### src/verilog/channel_irq_pkg.sv
// Shared constants and types for the channel interrupt control block
package channel_irq_pkg;

    // ****************************************************************
    // Bus carrier and widths
    // ****************************************************************
    localparam int unsigned DATA_W = 32;  // Avalon data width
    localparam int unsigned WORD_W = 16;  // Control word width
    localparam int unsigned NUM_TYPES = 6;  // Interrupt types
    localparam int unsigned EVT_W = 3;  // Sticky event bits

    // Request from the Avalon master, grouped
    typedef struct packed {
        logic [3:0] address;  // Byte address
        logic read;  // Read request
        logic write;  // Write request
        logic [31:0] writedata;  // Write data
        logic [3:0] byteenable;  // Byte lanes
    } avmm_req_t;

    // ****************************************************************
    // Register byte offsets
    // ****************************************************************
    localparam logic [3:0] OFF_CONTROL = 4'h0;  // interrupt_control
    localparam logic [3:0] OFF_EVENT = 4'h4;  // Sticky events, W1C
    localparam logic [3:0] OFF_MASK = 4'h8;  // Event mask
    localparam logic [3:0] OFF_VIEW = 4'hc;  // Live state, read only

    // ****************************************************************
    // Control word field positions
    // ****************************************************************
    localparam int unsigned MASTER_EN_BIT = 15;  // master_interrupt_enable
    localparam int unsigned COB_BIT = 14;  // chain_output_block
    localparam int unsigned NO_VEC_BIT = 13;  // no_vector_mode
    localparam int unsigned VSS_HI = 12;  // vector_status_select top
    localparam int unsigned VSS_LO = 9;  // vector_status_select bottom
    localparam int unsigned OP_HI = 7;  // enable_update_op top
    localparam int unsigned OP_LO = 6;  // enable_update_op bottom
    localparam logic [1:0] OP_CLEAR = 2'h2;  // Clear masked enables
    localparam logic [1:0] OP_SET = 2'h3;  // Set masked enables
    localparam logic [6:0] CTRL_RESET = 7'h00;  // Bits 15..9 at reset
    localparam logic [5:0] IE_RESET = 6'h00;  // Enables at reset

    // ****************************************************************
    // Interrupt type codes, index = enable bit + 1
    // ****************************************************************
    localparam logic [2:0] TYPE_NONE = 3'h0;
    localparam logic [2:0] TYPE_MISC = 3'h1;
    localparam logic [2:0] TYPE_IOP = 3'h2;
    localparam logic [2:0] TYPE_TD = 3'h3;
    localparam logic [2:0] TYPE_TS = 3'h4;
    localparam logic [2:0] TYPE_RD = 3'h5;
    localparam logic [2:0] TYPE_RS = 3'h6;

    // ****************************************************************
    // Vector status select codes
    // ****************************************************************
    localparam logic [3:0] VSS_EXCEPT_MISC = 4'ha;
    localparam logic [3:0] VSS_FROM_TD = 4'hb;
    localparam logic [3:0] VSS_FROM_TS = 4'hc;
    localparam logic [3:0] VSS_FROM_RD = 4'hd;
    localparam logic [3:0] VSS_ONLY_RS = 4'he;
    localparam logic [3:0] VSS_NEVER_HI = 4'hf;

    // ****************************************************************
    // Sticky event bits and bus states
    // ****************************************************************
    localparam int unsigned EVT_VECTORED = 0;  // Ack served with vector
    localparam int unsigned EVT_SILENT = 1;  // Ack served, no vector
    localparam int unsigned EVT_REQUEST = 2;  // Request went active
    localparam logic [2:0] EVT_RESET = 3'h0;

    // Gray path idle -> answer -> idle
    typedef enum logic [1:0] {
        BUS_IDLE = 2'b00,
        BUS_ANSWER = 2'b01
    } bus_state_t;

endpackage

### src/verilog/vector_status_decode.sv
// Decides whether an acknowledged type merges status into its vector
`timescale 1ns/1ps
`default_nettype none
module vector_status_decode (
    input wire logic [3:0] select,
    input wire logic [2:0] type_code,
    output logic merge_status
);
    import channel_irq_pkg::*;

    // ****************************************************************
    // Select decode
    // ****************************************************************
    // Pure decode; the caller registers the vector
    always_comb begin
        merge_status = 1'b0;
        if (!select[3]) begin
            merge_status = 1'b0;  // Never merge
        end else if (select[3:1] == 3'b100) begin
            merge_status = (type_code != TYPE_NONE);  // Always merge
        end else begin
            case (select)
                VSS_EXCEPT_MISC: begin
                    merge_status = (type_code > TYPE_MISC);
                end
                VSS_FROM_TD: begin
                    merge_status = (type_code >= TYPE_TD);
                end
                VSS_FROM_TS: begin
                    merge_status = (type_code >= TYPE_TS);
                end
                VSS_FROM_RD: begin
                    merge_status = (type_code >= TYPE_RD);
                end
                VSS_ONLY_RS: begin
                    merge_status = (type_code == TYPE_RS);
                end
                VSS_NEVER_HI: begin
                    merge_status = 1'b0;
                end
                default: begin
                    merge_status = 1'b0;
                end
            endcase
        end
    end
endmodule
`default_nettype wire

### src/verilog/channel_interrupt_control.sv
// Interrupt control word, chain and acknowledge logic for one channel
//
// Summary of operation
// - Requests only while master enable bit set
// - Chain block bit forces chain output inactive
// - No-vector mode suppresses vector on acknowledge
// - Select 0xxx or 1111 never merges status
// - Select 100x always merges type status
// - Select 1010 merges for all but misc
// - 1011 from transmit data, 1100 from status
// - 1101 receive types only, 1110 receive status
// - Op 10 clears masked enables, 0x nothing
// - Op 11 sets enables with mask one
// - Low six bits read back current enables
// - Mask bits zero leave enables unchanged
`timescale 1ns/1ps
`default_nettype none
module channel_interrupt_control #(
    parameter int unsigned NUM_EVT = 3  // Sticky event count
) (
    input wire logic mclk,
    input wire logic nrst,
    input wire logic clk_en,
    input wire channel_irq_pkg::avmm_req_t avs_req,
    output logic [31:0] avs_readdata,
    output logic avs_waitrequest,
    input wire logic [5:0] pending_events,
    input wire logic chain_enable_input,
    input wire logic interrupt_acknowledge_strobe,
    input wire logic [7:0] base_vector,
    output logic channel_irq_request,
    output logic chain_enable_output,
    output logic [7:0] vector_data,
    output logic vector_oe_n,
    output logic irq
);
    import channel_irq_pkg::*;

    // ****************************************************************
    // Elaboration check
    // ****************************************************************
    // Event layout is fixed by the package constants
    if (NUM_EVT != EVT_W) begin : bad_evt
        $error("NUM_EVT must equal the package event width");
    end

    // ****************************************************************
    // Declarations
    // ****************************************************************
    // Bus, control, event and vector state, each with its next value
    bus_state_t bus_reg, bus_next;  // Bus answer state
    logic [31:0] rdata_reg, rdata_next;  // Registered read data
    logic [6:0] ctrl_reg, ctrl_next;  // Bits 15..9 storage
    logic [5:0] ie_reg, ie_next;  // Per-type enables
    logic [NUM_EVT-1:0] evt_reg, evt_next;  // Sticky events
    logic [NUM_EVT-1:0] mask_reg, mask_next;  // Event mask
    logic [7:0] vec_reg, vec_next;  // Vector on the bus
    logic oe_n_reg, oe_n_next;  // Vector drive, low drives
    logic req_d_reg, req_d_next;  // Request, last cycle
    // Combinational helpers
    logic take;  // Bus request accepted now
    logic wr_lo, wr_hi;  // Control byte writes
    logic [15:0] ctrl_word;  // Readable control word
    logic [5:0] active;  // Pending and enabled
    logic [2:0] top_type;  // Highest active type
    logic local_req;  // Internal request
    logic merge;  // Merge status in vector
    logic serve;  // Acknowledge is ours
    logic [NUM_EVT-1:0] evt_set;  // Hardware event pulses

    // ****************************************************************
    // Avalon slave handshake
    // ****************************************************************
    // One wait cycle: the request is taken in IDLE, answered in ANSWER
    // Writes act at the taking edge; the master holds until the answer,
    // so software never sees the early commit
    assign take = clk_en && (bus_reg == BUS_IDLE) && (avs_req.read || avs_req.write);
    assign avs_waitrequest = (avs_req.read || avs_req.write) && (bus_reg != BUS_ANSWER);
    assign avs_readdata = rdata_reg;

    // Next bus state
    always_comb begin
        bus_next = bus_reg;
        case (bus_reg)
            BUS_IDLE: begin
                if (take) begin
                    bus_next = BUS_ANSWER;
                end
            end
            BUS_ANSWER: begin
                bus_next = BUS_IDLE;  // Master releases on this edge
            end
            default: begin
                bus_next = BUS_IDLE;
            end
        endcase
    end

    // Bus state register
    always_ff @(posedge mclk or negedge nrst) begin
        if (!nrst) begin
            bus_reg <= BUS_IDLE;
        end else if (clk_en) begin
            bus_reg <= bus_next;
        end
    end

    // ****************************************************************
    // Control word
    // ****************************************************************
    // Lane 1 carries the stored bits, lane 0 the op and mask; a write
    // with one lane only leaves the other half alone
    // Op field and bit 8 are never stored, so they read zero
    assign ctrl_word = {ctrl_reg, 1'b0, 2'b00, ie_reg};
    assign wr_lo = take && avs_req.write && (avs_req.address == OFF_CONTROL)
        && avs_req.byteenable[0];
    assign wr_hi = take && avs_req.write && (avs_req.address == OFF_CONTROL)
        && avs_req.byteenable[1];

    // Stored bits 15..9 are plain storage
    always_comb begin
        ctrl_next = ctrl_reg;
        if (wr_hi) begin
            ctrl_next = avs_req.writedata[MASTER_EN_BIT:VSS_LO];
        end
    end

    // Per-bit enable update, each bit on its own mask bit
    for (genvar i = 0; i < NUM_TYPES; i++) begin : g_ie
        always_comb begin
            ie_next[i] = ie_reg[i];  // Mask zero keeps it
            if (wr_lo && avs_req.writedata[i]) begin
                if (avs_req.writedata[OP_HI:OP_LO] == OP_CLEAR) begin
                    ie_next[i] = 1'b0;
                end else if (avs_req.writedata[OP_HI:OP_LO] == OP_SET) begin
                    ie_next[i] = 1'b1;
                end
                // Op 0x leaves the enable alone
            end
        end
    end

    // Control registers
    always_ff @(posedge mclk or negedge nrst) begin
        if (!nrst) begin
            ctrl_reg <= CTRL_RESET;
            ie_reg <= IE_RESET;
        end else if (clk_en) begin
            ctrl_reg <= ctrl_next;
            ie_reg <= ie_next;
        end
    end

    // ****************************************************************
    // Request, priority and chain
    // ****************************************************************
    // A type asks only while its own enable is set
    assign active = pending_events & ie_reg;
    assign local_req = ctrl_reg[MASTER_EN_BIT - VSS_LO] && (|active);
    assign channel_irq_request = local_req;

    // Receive status is highest, miscellaneous lowest
    // Later passes overwrite earlier ones, so the highest index wins
    always_comb begin
        top_type = TYPE_NONE;
        for (int k = 0; k < NUM_TYPES; k++) begin
            if (active[k]) begin
                top_type = 3'(k + 1);
            end
        end
    end

    // Lower devices see the enable only when we neither block nor ask
    // Blocking the chain starves every lower device; software must
    // clear the block bit once its own service is done
    assign chain_enable_output = chain_enable_input && !ctrl_reg[COB_BIT - VSS_LO]
        && !local_req;

    // Status merge decision for the type being acknowledged
    vector_status_decode i_vector_status_decode (
        .select(ctrl_reg[VSS_HI - VSS_LO:0]),
        .type_code(top_type),
        .merge_status(merge)
    );

    // ****************************************************************
    // Acknowledge cycle
    // ****************************************************************
    // A served acknowledge reloads the vector every cycle the strobe
    // stands, so a moving base vector is followed, not latched
    // Ours when the chain hands us the enable and we are asking
    assign serve = interrupt_acknowledge_strobe && chain_enable_input && local_req;

    // Vector capture and drive control
    always_comb begin
        vec_next = vec_reg;
        oe_n_next = 1'b1;
        if (serve) begin
            if (merge) begin
                vec_next = {base_vector[7:4], top_type, base_vector[0]};
            end else begin
                vec_next = base_vector;
            end
            oe_n_next = ctrl_reg[NO_VEC_BIT - VSS_LO];  // Held off in no-vector mode
        end
    end

    // Vector registers; drive released whenever the strobe drops
    // Both follow the clock enable, like every other state here
    always_ff @(posedge mclk or negedge nrst) begin
        if (!nrst) begin
            vec_reg <= 8'h00;
            oe_n_reg <= 1'b1;
        end else if (clk_en) begin
            vec_reg <= vec_next;
            oe_n_reg <= oe_n_next;
        end
    end
    assign vector_data = vec_reg;
    assign vector_oe_n = oe_n_reg;

    // ****************************************************************
    // Sticky events and interrupt output
    // ****************************************************************
    // Event pulses from the acknowledge and request logic
    // The request event fires on the rising edge of the internal
    // request only, so a request that stays up is counted once
    always_comb begin
        evt_set = '0;
        evt_set[EVT_VECTORED] = serve && !ctrl_reg[NO_VEC_BIT - VSS_LO];
        evt_set[EVT_SILENT] = serve && ctrl_reg[NO_VEC_BIT - VSS_LO];
        evt_set[EVT_REQUEST] = local_req && !req_d_reg;
    end

    // Event and mask writes use byte lane 0 only
    // Write one to clear; a set in the same cycle wins
    always_comb begin
        evt_next = evt_reg;
        mask_next = mask_reg;
        req_d_next = local_req;
        if (take && avs_req.write && avs_req.byteenable[0]) begin
            if (avs_req.address == OFF_EVENT) begin
                evt_next = evt_reg & ~avs_req.writedata[NUM_EVT-1:0];
            end else if (avs_req.address == OFF_MASK) begin
                mask_next = avs_req.writedata[NUM_EVT-1:0];
            end
        end
        evt_next = evt_next | evt_set;
    end

    // Event registers
    always_ff @(posedge mclk or negedge nrst) begin
        if (!nrst) begin
            evt_reg <= EVT_RESET;
            mask_reg <= EVT_RESET;
            req_d_reg <= 1'b0;
        end else if (clk_en) begin
            evt_reg <= evt_next;
            mask_reg <= mask_next;
            req_d_reg <= req_d_next;
        end
    end
    assign irq = |(evt_reg & mask_reg);

    // ****************************************************************
    // Read data
    // ****************************************************************
    // Read data is loaded at the taking edge and then stands until
    // the next read, so the bus output never glitches
    // Unmapped offsets read zero and writes to them are dropped
    always_comb begin
        rdata_next = rdata_reg;
        if (take && avs_req.read) begin
            case (avs_req.address)
                OFF_CONTROL: begin
                    rdata_next = {16'h0000, ctrl_word};
                end
                OFF_EVENT: begin
                    rdata_next = {{(DATA_W - NUM_EVT){1'b0}}, evt_reg};
                end
                OFF_MASK: begin
                    rdata_next = {{(DATA_W - NUM_EVT){1'b0}}, mask_reg};
                end
                OFF_VIEW: begin
                    rdata_next = {16'h0000, 4'h0, local_req, top_type, 2'b00, active};
                end
                default: begin
                    rdata_next = 32'h0000_0000;
                end
            endcase
        end
    end

    // Read data register
    always_ff @(posedge mclk or negedge nrst) begin
        if (!nrst) begin
            rdata_reg <= 32'h0000_0000;
        end else if (clk_en) begin
            rdata_reg <= rdata_next;
        end
    end
endmodule
`default_nettype wire

### config.mk
export PLATFORM = sky130hd
export DESIGN_NAME = channel_interrupt_control
export DESIGN_NICKNAME = d
export VERILOG_FILES = /design/src/verilog/channel_irq_pkg.sv /design/src/verilog/vector_status_decode.sv /design/src/verilog/channel_interrupt_control.sv
export SDC_FILE = /design/constraint.sdc
export NUM_CORES = 1
export LEC_CHECK = 0
export BUFFER_PORTS_ARGS = -buffer_cell sky130_fd_sc_hd__buf_2
export CORE_UTILIZATION = 25
export CTS_BUF_LIST = sky130_fd_sc_hd__clkbuf_8
export DETAILED_ROUTE_END_ITERATION = 8
export SETUP_SLACK_MARGIN = 0.4
export SLEW_MARGIN = 30
export SYNTH_ARGS = -nofsm -noshare
export SYNTH_HDL_FRONTEND = slang
export SYNTH_HIERARCHICAL = 1
export SYNTH_SLANG_ARGS = --single-unit
### constraint.sdc
create_clock -name mclk -period 2.55 [get_ports mclk]
set_input_delay 0.255 -clock mclk [delete_from_list [all_inputs] [get_ports mclk]]
set_output_delay 0.255 -clock mclk [all_outputs]
set_load 0.02 [all_outputs]
==> flow_summary_export.csv <==
group,metric,value,unit
setup_path,path_class,"flop to output pin",
grt,grt-ovfl-total,0,
drt,drc,0,
sta,skew,8.31,ps
grt,use_met2,0.213,
power,ir_drop,250,uV
drt,routed_wl,5780,um
sta,fmaxAchievable,491,MHz
place,pre_cts_slack,528,ps
power,seqPwrFrac,0.515,
synth,yosys-top-cells-count,"dfrtp_1, nand2_1, buf_4, mux2_2, a21oi_1",
clocking,htree_levels,2,
final_layout,n_antenna_cell,0,
grt,grt_pass1_vias,1759,
synth,seq_area_frac_synth,0.493,
clocking,clkTransAtPathRegs,90,ps
drt,num_vias,1849,
power,intPower,1070,uW
synth,ys.flop_type,"dfrtp_1",
synth,syn_avg_cell_area,10.6,um^2
power,pwr-share-comb,0.179,
floorplan,die_y,96.6,um
synth,yosysMostFrequentCell,"dfrtp_1",
synth,yosys-top-cells-area,"dfrtp_1, mux2_2, buf_4",
grt,grt_usage,0.134,
clocking,cts_tree,"built",
clocking,insertion_delay,300,ps
sta,setup_viol,0,
sta,layout_min_cycle_time,2030,ps
synth,synth.largest_area_cell,"dfrtp_1",
sta,fin_tns_setup,0,ps
floorplan,core.rowCount,34,
clocking,numCtsBuffers,5,
sta,holdWs,155,ps
place,placed_area,0.00267,mm^2
floorplan,fp.dieW,96.6,um
sta,tightest_slew,679,ps
sta,timing.slew.headroom,0.546,
job,maxCapViolCount,0,
status,outcome,"complete, no violations",
final_layout,largest_reg_flops,14,
setup_path,crit_required,2300,ps
synth,synth.distinct_cells,40,
final_layout,stdcell_area,0.00282,mm^2
drt,via_per_inst,4.63,
sta,fin_crit_sh,0.798,
power,finalPower,1520,uW
sta,grt_setup_unrepaired,"no",
power,clock_power_share,0.306,
synth,synth_area,0.00224,mm^2
drt,drt_iter0_markers,101,
setup_path,start_kind,"flop",
synth,synthCells,210,
grt,gr-usage-met1,0.182,
final_layout,layout-drive-gt1-share,0.381,
place,port_buffers,68,
grt,grt_max_degree,45,
synth,synth_seq_cells,44,
floorplan,start_util,0.258,
power,p_sw_frac,0.298,
setup_path,worstReg2RegStart,"ie_reg[1]",
setup_path,endpoint_kind,"output pin",
clocking,clock-root-buffer,"clkbuf_8",
drt,postRouteAntennaNets,0,
setup_path,crit_arrival,1780,ps
final_layout,final_nets,351,
sta,setup_ws,515,ps
setup_path,crit_start,"ie_reg[3]",
sta,final_max_slew_viol_count,0,
clocking,cts_num_sinks,44,
grt,antenna_found_initial,0,
sta,hold_viol,0,
clocking,clk_path_buf_depth,2,
floorplan,core-area,0.00868,mm^2
power,power.density,540,mW/mm^2
setup_path,crit_fanout,5,
final_layout,fillers,916,
synth,synth_warnings,6,
synth,synth.top_cell.area_share,0.481,
grt,grt_pass1_wl,9200,um
drt,drt_first_pass_iters,5,
power,p_sw,453,uW
place,post-dp-hpwl,4330,um
final_layout,syn2layout_area_growth,26.2,%
worst_hold_path,hp-start,"avs_req[17]",
floorplan,die-area,0.00933,mm^2
grt,gr-max-usage-layer,"met2",
worst_hold_path,hp-class,"input pin to flop",
floorplan,io_pins,106,
synth,synth_edf_count,0,
place,gp_congestion,0.905,
grt,grt_util_met3,0.0297,
drt,route.detailed.wl_per_inst,14.5,um
synth,postSynth.asyncResetShare,1.00,
power,power_leakage,0.00143,uW
==> cells by family (layout without fill, tap and decap cells) <==
group,Yosys count,after routing,synth area share
AOI/OAI and AO/OA,55,55,0.179
buffers and inverters,31,95,0.0828
DFF,44,44,0.493
muxes,21,21,0.105
other,1,18,0.00168
and+or+nand+nor,58,58,0.138
==> worst max-delay path, stage by stage, from the launching register on <==
cell	delay [ps]
dfrtp_1	430
a222oi_1	370
buf_4	200
a21boi_1	90
nor3b_2	200
buf_2	190
==> final timing paths <==
check,to,slack (ps),depth (start not counted)
max,chain_enable_output,520,5
min,ctrl_reg[4],150,3
max reg2reg,vector_data[3],540,11
min reg2reg,avs_readdata[5],480,2
max in group asynchronous,ie_reg[2],1630,2
min in group asynchronous,avs_readdata[5],490,2
==> placed cells by master, fill, tap and decap left out, drive strengths merged, types with 4 or more instances in the layout <==
cell type / count
nor2b: 4
conb: 18
clkbuf: 6
dfrtp: 43
a21oi: 10
o31ai: 4
buf: 78
nand2: 28
inv: 8
a22o: 8
nand3: 5
mux2: 20
o21ai: 10
nor2: 7
==> metrics by stage <==
step	utilization	cells
CTS	0.320	396
detailed placement	0.307	386
floorplan	-	227
global route	0.325	399
finish	0.325	399
global placement	0.307	386
==> what timing repair did <==
| item | 4_1_cts | 5_1_grt |
|---|---|---|
| setup endpoints to repair | 1 | 3 |
| gates cloned | 0 | 0 |
| hold buffers | 1 | 0 |
| pin swaps | 1 | 2 |
| resized for setup | 0 | 4 |
| setup buffers | 1 | 3 |
| endpoints found under the hold margin | 43 | 0 |
==> power groups by stage <==
stage	combinational [uW]	clock (uW)	sequential [uW]
5_1_grt	305	513	794
4_1_cts	269	487	785
3_5_place_dp	265	0	799
3_3_place_gp	260	0	797
2_1_floorplan	165	0	805
6_report	272	466	785
==> metal layers <==
| metal | up-vias | part of all wire |
|---|---|---|
| met1 | 865 | 0.46 |
| li1 | 889 | - |
| met5 | - | 0 |
| met3 | 6 | 0.068 |
| met2 | 89 | 0.46 |
| met4 | 0 | 0.0073 |
==> area by class of cell <==
class | instances | area, um^2 | area share
clock buffer | 6 | 82.6 | 0.0293
clock inverter | 2 | 10.0 | 0.00355
inverter | 8 | 30.0 | 0.0106
multi-input combinational | 152 | 1030 | 0.366
sequential | 44 | 1100 | 0.391
tap | 108 | 135 | 0.0479
timing repair buffer | 79 | 428 | 0.152
Power figures use the tool's default switching activity.
